**src/hdl/mta_regs.svh**
```systemverilog
// mta_regs.svh: offsets-free constants for the five-channel timer block
// assumes inclusion by bare name from hdl/ sources; definitions only
`ifndef MTA_REGS_SVH
`define MTA_REGS_SVH

// channel count and counter width
`define MTA_NCH 5
`define MTA_CNT_W 16

// counter landmarks
`define MTA_CNT_MAX 16'hFFFF
`define MTA_CNT_ONE 16'h0001
`define MTA_CNT_ZERO 16'h0000

// pwm cycle end positions: period minus one, 2^16-1 and 2^8-1 periods
`define MTA_PWM16_LAST 16'hFFFE
`define MTA_PWM8_LAST 16'h00FE

// 8-bit pwm field positions inside the counter word
`define MTA_PWM8_HI_MSB 15
`define MTA_PWM8_HI_LSB 8
`define MTA_PWM8_LO_MSB 7
`define MTA_PWM8_LO_LSB 0

// prescaler taps
`define MTA_DIV8_MASK 5'h07
`define MTA_DIV32_MASK 5'h1F

// channels that can count two-phase signals (2, 3, 4)
`define MTA_TWO_PHASE_MASK 5'h1C

`endif

```
**src/hdl/mta_pkg.sv**
```systemverilog
// mta_pkg: types shared by the timer block and its bench
// assumes nothing beyond a SystemVerilog compiler
package mta_pkg;

  // operating mode, two low bits of the mode field
  typedef enum logic [1:0] {
    MTA_MODE_TIMER = 2'b00,
    MTA_MODE_EVENT = 2'b01,
    MTA_MODE_ONESHOT = 2'b10,
    MTA_MODE_PWM = 2'b11
  } mta_mode_t;

  // internal count source
  typedef enum logic [1:0] {
    MTA_CLK_F1 = 2'b00,
    MTA_CLK_F8 = 2'b01,
    MTA_CLK_F32 = 2'b10,
    MTA_CLK_SUBCLOCK_DIV_THIRTY_TWO = 2'b11
  } mta_clk_t;

  // event source / trigger source
  typedef enum logic [1:0] {
    MTA_SRC_PIN = 2'b00,
    MTA_SRC_TB2 = 2'b01,
    MTA_SRC_NEIGH = 2'b10,
    MTA_SRC_NONE = 2'b11
  } mta_src_t;

endpackage

```
**src/hdl/mta_edge_if.sv**
```systemverilog
// mta_edge_if: filtered level and edge pulses of one synchronised pin
// assumes driver and reader share ref_clk_i
interface mta_edge_if;
  logic lvl;
  logic rise;
  logic fall;
  modport drv (output lvl, output rise, output fall);
  modport rcv (input lvl, input rise, input fall);
endinterface

```
**src/hdl/mta_sync.sv**
```systemverilog
// mta_sync: three-flop pin synchroniser with agreement filter and edges
// assumes raw_i is asynchronous to ref_clk_i
module mta_sync (
  // clock, reset, enable
  input wire logic ref_clk_i,
  input wire logic rst_n_i,
  input wire logic ce_i,
  // raw pin
  input wire logic raw_i,
  // filtered result
  mta_edge_if.drv edge_o
);

  logic s1_q, s2_q, s3_q;
  logic lvl_q, rise_q, fall_q;

  // plain shift chain; s1 feeds only s2 to keep metastability contained
  always_ff @(posedge ref_clk_i or negedge rst_n_i) begin
    if (!rst_n_i) begin
      s1_q <= 1'b0;
      s2_q <= 1'b0;
      s3_q <= 1'b0;
    end else if (ce_i) begin
      s1_q <= raw_i;
      s2_q <= s1_q;
      s3_q <= s2_q;
    end
  end

  // level moves only when stages two and three agree
  always_ff @(posedge ref_clk_i or negedge rst_n_i) begin
    if (!rst_n_i) begin
      lvl_q <= 1'b0;
      rise_q <= 1'b0;
      fall_q <= 1'b0;
    end else if (ce_i) begin
      if (s2_q == s3_q) begin
        lvl_q <= s3_q;
        rise_q <= s3_q & ~lvl_q;
        fall_q <= ~s3_q & lvl_q;
      end else begin
        rise_q <= 1'b0;
        fall_q <= 1'b0;
      end
    end
  end

  assign edge_o.lvl = lvl_q;
  assign edge_o.rise = rise_q;
  assign edge_o.fall = fall_q;

endmodule

```
**src/hdl/mta_top.sv**
```systemverilog
// mta_top: five independent 16-bit multifunction timer channels
// assumes control bits come from logic on ref_clk_i; pins are asynchronous
`include "mta_regs.svh"

// Functional notes
// - five independent channels, each with its own 16-bit counter
// - mode field picks timer, event counter, one-shot or pwm
// - internal modes count undivided, div 8, div 32 or subclock div 32
// - timer mode counts down, reloads on underflow, requests interrupt
// - timer and event modes run while count start flag is one
// - write while stopped loads reload and counter; while running only reload
// - timer gate: input pin level enables counting
// - timer pulse output toggles output pin at each underflow
// - timer and event modes expose the live count
// - channels 0,1 single-phase only; 2 to 4 add two-phase counting
// - single-phase source: input pin edge, timer b two, or neighbour overflow
// - direction from software or from the output pin level
// - event mode requests interrupt on overflow or underflow
// - event mode reloads on wrap unless free-run is selected
// - event pulse output toggles output pin at each wrap
// - two-phase normal: input rise up, fall down, only while output high
// - multiply-by-4: every edge of both pins counts, direction by phase
// - one-shot counts down, reloads and stops at zero, retriggers
// - one-shot starts by trigger, overflow or start flag; stops on flag clear
// - one-shot lasts n source periods, interrupt when count ends
// - one-shot and pwm count readback carries no defined meaning
// - pwm emits a continuous pulse train, 16-bit or 8-bit
// - pwm counts down, reloads at each rising edge, ignores retriggers
// - 16-bit pwm: high n periods, cycle 2^16-1 periods
// - 8-bit pwm: low byte prescales, high byte sets width
module mta_top #(
  parameter int NCH = `MTA_NCH,
  parameter logic [NCH-1:0] TWO_PHASE_MASK = NCH'(`MTA_TWO_PHASE_MASK)
) (
  // clock, reset, enable
  input wire logic ref_clk_i,
  input wire logic rst_n_i,
  input wire logic ce_i,
  // per-channel configuration
  input wire mta_pkg::mta_mode_t mode_i [NCH],
  input wire mta_pkg::mta_clk_t clk_sel_i [NCH],
  input wire mta_pkg::mta_src_t src_sel_i [NCH],
  input wire logic [NCH-1:0] gate_en_i,
  input wire logic [NCH-1:0] gate_high_i,
  input wire logic [NCH-1:0] pulse_out_en_i,
  input wire logic [NCH-1:0] rise_edge_i,
  input wire logic [NCH-1:0] updown_ext_i,
  input wire logic [NCH-1:0] count_up_i,
  input wire logic [NCH-1:0] free_run_i,
  input wire logic [NCH-1:0] two_phase_i,
  input wire logic [NCH-1:0] mul4_i,
  input wire logic [NCH-1:0] pwm8_i,
  // per-channel run control and counter write
  input wire logic [NCH-1:0] count_start_i,
  input wire logic [NCH-1:0] one_shot_start_i,
  input wire logic [NCH-1:0] wr_stb_i,
  input wire logic [NCH-1:0][15:0] wr_data_i,
  // external sources
  input wire logic [NCH-1:0] channel_input_pin_i,
  input wire logic [NCH-1:0] channel_output_pin_i,
  input wire logic timer_b_channel_two_ovf_i,
  input wire logic subclock_i,
  // results
  output logic [NCH-1:0][15:0] count_o,
  output logic [NCH-1:0] irq_o,
  output logic [NCH-1:0] channel_output_pin_o,
  output logic [NCH-1:0] channel_output_pin_oe_o
);
  import mta_pkg::*;

  logic [4:0] pre_div_q;
  logic [4:0] sub_div_q;
  logic tick_f8, tick_f32, tick_subclock_div_thirty_two;
  logic [NCH-1:0] irq_q;

  mta_edge_if sub_e ();

  // shared prescaler for the divided peripheral clocks
  always_ff @(posedge ref_clk_i or negedge rst_n_i) begin
    if (!rst_n_i) begin
      pre_div_q <= 5'h00;
    end else if (ce_i) begin
      pre_div_q <= pre_div_q + 5'h01;
    end
  end

  assign tick_f8 = (pre_div_q & `MTA_DIV8_MASK) == `MTA_DIV8_MASK;
  assign tick_f32 = pre_div_q == `MTA_DIV32_MASK;

  // subclock arrives from another oscillator, so it is synchronised first
  mta_sync u_sub_sync (
    .ref_clk_i(ref_clk_i),
    .rst_n_i(rst_n_i),
    .ce_i(ce_i),
    .raw_i(subclock_i),
    .edge_o(sub_e)
  );

  // subclock divided by 32; subclock must stay well below ref_clk_i / 4
  always_ff @(posedge ref_clk_i or negedge rst_n_i) begin
    if (!rst_n_i) begin
      sub_div_q <= 5'h00;
    end else if (ce_i && sub_e.rise) begin
      sub_div_q <= sub_div_q + 5'h01;
    end
  end

  assign tick_subclock_div_thirty_two = sub_e.rise & (sub_div_q == `MTA_DIV32_MASK);
  assign irq_o = irq_q;

  // one independent copy of the channel per index
  for (genvar i = 0; i < NCH; i++) begin : g_ch
    localparam int J = (i == 0) ? NCH - 1 : i - 1;
    localparam bit HAS_TWO = TWO_PHASE_MASK[i];

    mta_edge_if in_e ();
    mta_edge_if out_e ();

    logic [15:0] cnt_q, rld_q, cyc_q, width, pwm_last;
    logic [7:0] pre_q;
    logic act_q, tog_q, out_q, oe_q;
    logic tick_int, src_tick, pin_edge, ev_step, ev_up, q_up, q_dn, two;
    logic tmr_mode, ev_mode, os_mode, pwm_mode, counting, gate_ok, zero;
    logic timer_uf, ev_wrap, trig, start_os, os_done;
    logic pwm_tick, pwm_wrap, pwm_fall, start_pwm, irq_d;

    // both pins pass the synchroniser before edges are taken
    mta_sync u_in_sync (
      .ref_clk_i(ref_clk_i),
      .rst_n_i(rst_n_i),
      .ce_i(ce_i),
      .raw_i(channel_input_pin_i[i]),
      .edge_o(in_e)
    );

    mta_sync u_out_sync (
      .ref_clk_i(ref_clk_i),
      .rst_n_i(rst_n_i),
      .ce_i(ce_i),
      .raw_i(channel_output_pin_i[i]),
      .edge_o(out_e)
    );

    // mode decode from the two-bit field
    assign tmr_mode = mode_i[i] == MTA_MODE_TIMER;
    assign ev_mode = mode_i[i] == MTA_MODE_EVENT;
    assign os_mode = mode_i[i] == MTA_MODE_ONESHOT;
    assign pwm_mode = mode_i[i] == MTA_MODE_PWM;

    // internal count source select
    always_comb begin
      unique case (clk_sel_i[i])
        MTA_CLK_F1: tick_int = 1'b1;
        MTA_CLK_F8: tick_int = tick_f8;
        MTA_CLK_F32: tick_int = tick_f32;
        MTA_CLK_SUBCLOCK_DIV_THIRTY_TWO: tick_int = tick_subclock_div_thirty_two;
      endcase
    end

    // external source / trigger select; neighbour uses its registered request
    assign pin_edge = rise_edge_i[i] ? in_e.rise : in_e.fall;
    always_comb begin
      unique case (src_sel_i[i])
        MTA_SRC_PIN: src_tick = pin_edge;
        MTA_SRC_TB2: src_tick = timer_b_channel_two_ovf_i;
        MTA_SRC_NEIGH: src_tick = irq_q[J];
        default: src_tick = 1'b0;
      endcase
    end

    // two-phase decode exists only where the channel supports it
    assign two = HAS_TWO & two_phase_i[i];
    always_comb begin
      q_up = 1'b0;
      q_dn = 1'b0;
      if (mul4_i[i]) begin
        // every edge of both pins, direction from phase
        q_up = (in_e.rise & out_e.lvl) | (in_e.fall & ~out_e.lvl) |
               (out_e.rise & ~in_e.lvl) | (out_e.fall & in_e.lvl);
        q_dn = (in_e.fall & out_e.lvl) | (in_e.rise & ~out_e.lvl) |
               (out_e.fall & ~in_e.lvl) | (out_e.rise & in_e.lvl);
      end else begin
        // input edges count only while the output pin is high
        q_up = in_e.rise & out_e.lvl;
        q_dn = in_e.fall & out_e.lvl;
      end
    end

    // event step and direction; simultaneous up and down cancel
    always_comb begin
      if (two) begin
        ev_step = q_up ^ q_dn;
        ev_up = q_up;
      end else begin
        ev_step = src_tick;
        ev_up = updown_ext_i[i] ? out_e.lvl : count_up_i[i];
      end
    end

    // running flag decides where a counter write lands
    assign counting = (tmr_mode | ev_mode) ? count_start_i[i] : act_q;
    assign gate_ok = ~gate_en_i[i] | (in_e.lvl == gate_high_i[i]);
    assign zero = cnt_q == `MTA_CNT_ZERO;

    // wrap events: timer underflow and event overflow or underflow
    assign timer_uf = tmr_mode & count_start_i[i] & gate_ok & tick_int & zero;
    assign ev_wrap = ev_mode & count_start_i[i] & ev_step &
                     (ev_up ? (cnt_q == `MTA_CNT_MAX) : zero);

    // one-shot start: trigger or start flag, only with count start set
    assign trig = one_shot_start_i[i] | src_tick;
    assign start_os = os_mode & count_start_i[i] & trig;
    assign os_done = os_mode & act_q & tick_int & (cnt_q <= `MTA_CNT_ONE) & ~start_os;

    // pwm stepping; 8-bit form steps once per m+1 source periods
    assign pwm_tick = tick_int & (~pwm8_i[i] | (pre_q == 8'h00));
    assign pwm_last = pwm8_i[i] ? `MTA_PWM8_LAST : `MTA_PWM16_LAST;
    assign width = pwm8_i[i] ? {8'h00, rld_q[`MTA_PWM8_HI_MSB:`MTA_PWM8_HI_LSB]} : rld_q;
    assign start_pwm = pwm_mode & count_start_i[i] & ~act_q &
                       ((src_sel_i[i] == MTA_SRC_NONE) | src_tick);
    assign pwm_wrap = pwm_mode & act_q & pwm_tick & (cyc_q == pwm_last);
    assign pwm_fall = pwm_mode & act_q & pwm_tick & ~pwm_wrap & (cnt_q == `MTA_CNT_ONE);

    assign irq_d = timer_uf | ev_wrap | os_done | pwm_fall;

    // reload register takes every write
    always_ff @(posedge ref_clk_i or negedge rst_n_i) begin
      if (!rst_n_i) begin
        rld_q <= `MTA_CNT_ZERO;
      end else if (ce_i && wr_stb_i[i]) begin
        rld_q <= wr_data_i[i];
      end
    end

    // main counter
    always_ff @(posedge ref_clk_i or negedge rst_n_i) begin
      if (!rst_n_i) begin
        cnt_q <= `MTA_CNT_ZERO;
      end else if (ce_i) begin
        if (wr_stb_i[i] && !counting) begin
          cnt_q <= wr_data_i[i];
        end else begin
          unique case (mode_i[i])
            MTA_MODE_TIMER: begin
              if (count_start_i[i] && gate_ok && tick_int) begin
                cnt_q <= zero ? rld_q : cnt_q - `MTA_CNT_ONE;
              end
            end
            MTA_MODE_EVENT: begin
              if (count_start_i[i] && ev_step) begin
                if (ev_wrap && !free_run_i[i]) begin
                  cnt_q <= rld_q;
                end else if (ev_up) begin
                  cnt_q <= cnt_q + `MTA_CNT_ONE;
                end else begin
                  cnt_q <= cnt_q - `MTA_CNT_ONE;
                end
              end
            end
            MTA_MODE_ONESHOT: begin
              if (start_os || os_done) begin
                cnt_q <= rld_q;
              end else if (act_q && tick_int) begin
                cnt_q <= cnt_q - `MTA_CNT_ONE;
              end
            end
            MTA_MODE_PWM: begin
              if (start_pwm || pwm_wrap) begin
                cnt_q <= width;
              end else if (act_q && pwm_tick && !zero) begin
                cnt_q <= cnt_q - `MTA_CNT_ONE;
              end
            end
          endcase
        end
      end
    end

    // active flag for one-shot and pwm; cleared with count start
    always_ff @(posedge ref_clk_i or negedge rst_n_i) begin
      if (!rst_n_i) begin
        act_q <= 1'b0;
      end else if (ce_i) begin
        if (!count_start_i[i] || tmr_mode || ev_mode) begin
          act_q <= 1'b0;
        end else if (os_mode) begin
          if (start_os) begin
            act_q <= 1'b1;
          end else if (os_done) begin
            act_q <= 1'b0;
          end
        end else if (start_pwm) begin
          act_q <= 1'b1;
        end
      end
    end

    // pwm cycle position; fixed period regardless of width
    always_ff @(posedge ref_clk_i or negedge rst_n_i) begin
      if (!rst_n_i) begin
        cyc_q <= `MTA_CNT_ZERO;
      end else if (ce_i) begin
        if (start_pwm || pwm_wrap) begin
          cyc_q <= `MTA_CNT_ZERO;
        end else if (pwm_mode && act_q && pwm_tick) begin
          cyc_q <= cyc_q + `MTA_CNT_ONE;
        end
      end
    end

    // 8-bit pwm prescaler from the low byte
    always_ff @(posedge ref_clk_i or negedge rst_n_i) begin
      if (!rst_n_i) begin
        pre_q <= 8'h00;
      end else if (ce_i) begin
        if (start_pwm || (pwm_mode && act_q && tick_int && pre_q == 8'h00)) begin
          pre_q <= rld_q[`MTA_PWM8_LO_MSB:`MTA_PWM8_LO_LSB];
        end else if (pwm_mode && act_q && tick_int) begin
          pre_q <= pre_q - 8'h01;
        end
      end
    end

    // toggle on each timer underflow or event wrap
    always_ff @(posedge ref_clk_i or negedge rst_n_i) begin
      if (!rst_n_i) begin
        tog_q <= 1'b0;
      end else if (ce_i && (timer_uf || ev_wrap)) begin
        tog_q <= ~tog_q;
      end
    end

    // output pin level and enable; the pin is an input when it steers direction
    always_ff @(posedge ref_clk_i or negedge rst_n_i) begin
      if (!rst_n_i) begin
        out_q <= 1'b0;
        oe_q <= 1'b0;
      end else if (ce_i) begin
        unique case (mode_i[i])
          MTA_MODE_TIMER: out_q <= tog_q;
          MTA_MODE_EVENT: out_q <= tog_q;
          MTA_MODE_ONESHOT: out_q <= act_q;
          MTA_MODE_PWM: out_q <= act_q & ~zero;
        endcase
        oe_q <= pwm_mode | (pulse_out_en_i[i] & ~(ev_mode & (updown_ext_i[i] | two)));
      end
    end

    // one-cycle interrupt request
    always_ff @(posedge ref_clk_i or negedge rst_n_i) begin
      if (!rst_n_i) begin
        irq_q[i] <= 1'b0;
      end else if (ce_i) begin
        irq_q[i] <= irq_d;
      end
    end

    // live count readback; in one-shot and pwm it is internal scratch
    assign count_o[i] = cnt_q;
    assign channel_output_pin_o[i] = out_q;
    assign channel_output_pin_oe_o[i] = oe_q;
  end

endmodule

```
**config.mk**
```make
export PLATFORM = sky130hd
export DESIGN_NAME = mta_top
export DESIGN_NICKNAME = d
export VERILOG_FILES = /design/src/hdl/mta_pkg.sv /design/src/hdl/mta_edge_if.sv /design/src/hdl/mta_sync.sv /design/src/hdl/mta_top.sv
export VERILOG_INCLUDE_DIRS = /design/src /design/src/hdl
export SDC_FILE = /design/constraint.sdc
export NUM_CORES = 1
export LEC_CHECK = 0
export BUFFER_PORTS_ARGS = -buffer_cell sky130_fd_sc_hd__buf_2
export CAP_MARGIN = 5
export CELL_PAD_IN_SITES_DETAIL_PLACEMENT = 0
export CELL_PAD_IN_SITES_GLOBAL_PLACEMENT = 2
export CORE_ASPECT_RATIO = 0.7
export CORE_UTILIZATION = 33
export DETAILED_ROUTE_END_ITERATION = 10
export GPL_TIMING_DRIVEN = 0
export PLACE_DENSITY = 0.85
export SLEW_MARGIN = 20
export SYNTH_ARGS = -nofsm -noshare
export SYNTH_HDL_FRONTEND = slang
export SYNTH_SLANG_ARGS = --single-unit
```
**constraint.sdc**
```tcl
create_clock -name ref_clk_i -period 3 [get_ports ref_clk_i]
set_clock_uncertainty 0.05 [all_clocks]
set_input_delay 0.3 -clock ref_clk_i [delete_from_list [all_inputs] [get_ports ref_clk_i]]
set_output_delay 0.3 -clock ref_clk_i [all_outputs]
set_load 0.01 [all_outputs]
```
==> impl_metrics.json <==
{
  "status": "complete, but fails checks",
  "violations": "setup timing",
  "drc": 0,
  "powerDensity_nw_per_um2": 634,
  "synthesis.area_um2": 26300,
  "clk_latency_ps": 600,
  "finalInstanceArea_um2": 35800,
  "synth_area_leader_cell": "dfrtp_1",
  "drtIter0Drc": 2975,
  "die_h_um": 238,
  "p_leak_uw": 0.0146,
  "ys_ff_latch": 376,
  "place_area_um2": 29200,
  "cts_sinks": 376,
  "ys_types": 98,
  "critPathLaunchType": "flip-flop",
  "area_delta_synth_final_pct": 35.8,
  "path_clk_slew_ps": 60,
  "drv_cap": 0,
  "io_buffers": 269,
  "seqPwrFrac_pct": 34.8,
  "die_w_um": 340,
  "grt_setup_unrepaired": "yes",
  "fin_ws_ps": -158,
  "place_hpwl_um": 76600,
  "holdWs_ps": 72.5,
  "synth.area.top_cells": "dfrtp_1, mux2_2, nor2_1",
  "viasPerCell": 5.75,
  "htreeDepth": 2,
  "wl_um": 107000,
  "die_area_um2": 81000,
  "fmax_ghz": 0.317,
  "final-hold-violation-count": 0,
  "overflow": 0,
  "grt_pass1_vias": 25100,
  "clock_path_buffers": 3,
  "totalNegativeSetupSlack_ps": -4560,
  "synth_warnings": 0,
  "synthFlopType": "dfrtp_1",
  "pwr-share-clk_pct": 24.9,
  "critPathCaptureType": "flip-flop",
  "nFillCells": 7725,
  "path_max_fanout": 5,
  "dp_slack_ps": -1270,
  "via_count": 27400,
  "layout_common_cells": "dfrtp_1, nor2_1, buf_2",
  "synth-edff-count": 0,
  "cts_tree": "yes",
  "antenna_found_initial": 9,
  "core_area_um2": 78900,
  "arrival_ps": 3610,
  "setup_viol": 64,
  "grt_first_pass_wirelength_um": 159000,
  "root_buffer": "clkbuf_16",
  "synth_fp_nets": 3344,
  "row_count": 86,
  "switching_share_pct": 41.1,
  "drive_above_1_share_pct": 29.6,
  "routedWlPerCell_um": 22.4,
  "nNetsFinal": 3903,
  "ant_nets": 0,
  "worstSetupPathType": "flip-flop to flip-flop",
  "syn_inst": 3116,
  "async_flop_share_pct": 100,
  "yosysTopAreaCellShare_pct": 35.7,
  "max_slew_margin_pct": 23.2,
  "syn_avg_cell_area_um2": 8.45,
  "intPower_uw": 13300,
  "start_util_pct": 33.4,
  "cp.required_ps": 3450,
  "ys_seq_area_share_pct": 35.7,
  "globalplace.congestion": 0.945,
  "drv_slew": 0,
  "layout_commonest_cell": "dfrtp_1",
  "worstMarginPinSlew_ps": 1150,
  "cts_inserted_buffers": 45,
  "vdd_drop_max_mv": 0.411,
  "grt_start_max_net_pins": 85,
  "firstDrtPassIters": 8,
  "groute.usage.overall_pct": 25.2,
  "io_pins": 285,
  "min_path_type": "primary input to flip-flop",
  "timing.final.crit_period_ps": 3160,
  "final.period_utilization_pct": 105,
  "comb_power_share_pct": 40.3,
  "power.switching_uw": 9320
}
==> area by class of cell <==
cell class                      count  area [µm²]  share of cell area, %
Clock buffer                       59        1240                   3.46
Antenna cell                        4        10.0                 0.0280
Tap cell                         1056        1320                   3.69
Multi-Input combinational cell   2427       18100                   50.6
Clock inverter                     22         225                  0.630
Timing Repair Buffer              538        4020                   11.2
Sequential cell                   376        9420                   26.3
Inverter                          108         409                   1.14
Buffer                            179        1000                   2.81
==> sequential cells by signal (all words and copies together) (netlist names), 40 cells and up <==
name / cells
g_ch.cnt_q: 80
g_ch.cyc_q: 80
g_ch.pre_q: 40
g_ch.rld_q: 80
==> power by group through the flow <==
| stage | Clock (µW) | Combinational [µW] | Sequential, µW |
|---|---|---|---|
| global route | 6010 | 9960 | 8020 |
| CTS | 5810 | 8460 | 7700 |
| finish | 5650 | 9140 | 7880 |
| detailed placement | 0 | 7800 | 7550 |
| global placement | 0 | 7760 | 7550 |
| floorplan | 0 | 5360 | 7260 |
==> stage by stage <==
step,instances,power [µW],util [%]
finish,4769,22700,45.3
global route,4767,24000,45.3
CTS,4704,22000,42.9
detailed placement,4446,15300,37.0
global placement,4441,15300,36.8
floorplan,3116,12600,-
==> critical path, stage by stage, from the launching register on <==
cell and delay (ps):
dfrtp_1 370, ha_2 190, and3_4 190, ha_4 250, buf_12 140, nand3_4 70
and3_4 210, or4_4 600, a311oi_4 320, a21o_1 140, or2_4 200, a211oi_2 90
o31ai_1 220
==> kinds of logic (layout without fill, tap and decap cells) <==
| kind of cell | count (synthesis) | count (layout) | share of synthesized area [%] |
|---|---|---|---|
| xor gates and xnor gates | 195 | 195 | 6.48 |
| other | 0 | 4 | 0 |
| DFF | 376 | 376 | 35.7 |
| muxes | 175 | 175 | 7.24 |
| and+or+nand+nor | 1148 | 1148 | 21.8 |
| AOI/OAI and AO/OA | 871 | 871 | 22.2 |
| buffers and inverters | 313 | 906 | 4.83 |
| adders and majority gates | 38 | 38 | 1.81 |
==> synth_stat cells (38+ instances only) <==
master and number:
mux2i_1 51, nand3_1 98, a31oi_1 43, nor2_1 325
a21oi_1 187, ha_1 38, o31ai_1 38, mux2_2 124
clkbuf_1 145, dfrtp_1 376, inv_1 108, or3_1 38
nand2_1 277, nor3_1 80, o21ai_0 223, xnor2_1 94
xor2_1 101, nand4_1 64
==> final timing paths <==
kind                                                start                           end  slack [ps]  cells past startpoint
worst max-delay path             sub_div_q[0]$_DFFE_PN0P_  g_ch[0].cnt_q[0]$_DFFE_PN0P_        -160                     12
worst min-delay path                      updown_ext_i[4]      g_ch[4].oe_q$_DFFE_PN0P_          70                      4
worst max register to register   sub_div_q[0]$_DFFE_PN0P_  g_ch[0].cnt_q[0]$_DFFE_PN0P_        -160                     12
worst min register to register  g_ch[2].tog_q$_DFFE_PN0P_     g_ch[2].tog_q$_DFFE_PN0P_         420                      1
max in group asynchronous                         rst_n_i  g_ch[3].cnt_q[0]$_DFFE_PN0P_        1560                      4
min in group asynchronous                         rst_n_i  g_ch[4].cnt_q[0]$_DFFE_PN0P_         140                      2
==> what timing repair did <==
action / 4_1_cts / 5_1_grt
hold endpoints to repair: 232 / 0
pin swaps: 105 / 153
resized for setup: 333 / 346
cloned: 1 / 6
buffers inserted: 100 / 64
hold buffers: 96 / 0
setup endpoints to repair: 230 / 176
==> layer usage <==
metal  wire (µm)  vias to the layer above  share of wire, %  global-route usage [%]
met5          68                        -             0.064                       0
met4        2240                       10               2.1                    5.41
met3        9290                      158               8.7                    4.92
met2       44300                     1153                41                    35.7
met1       50800                    13500                48                    38.9
li1            -                    12600                 -                       -
Power figures use the tool's default switching activity.
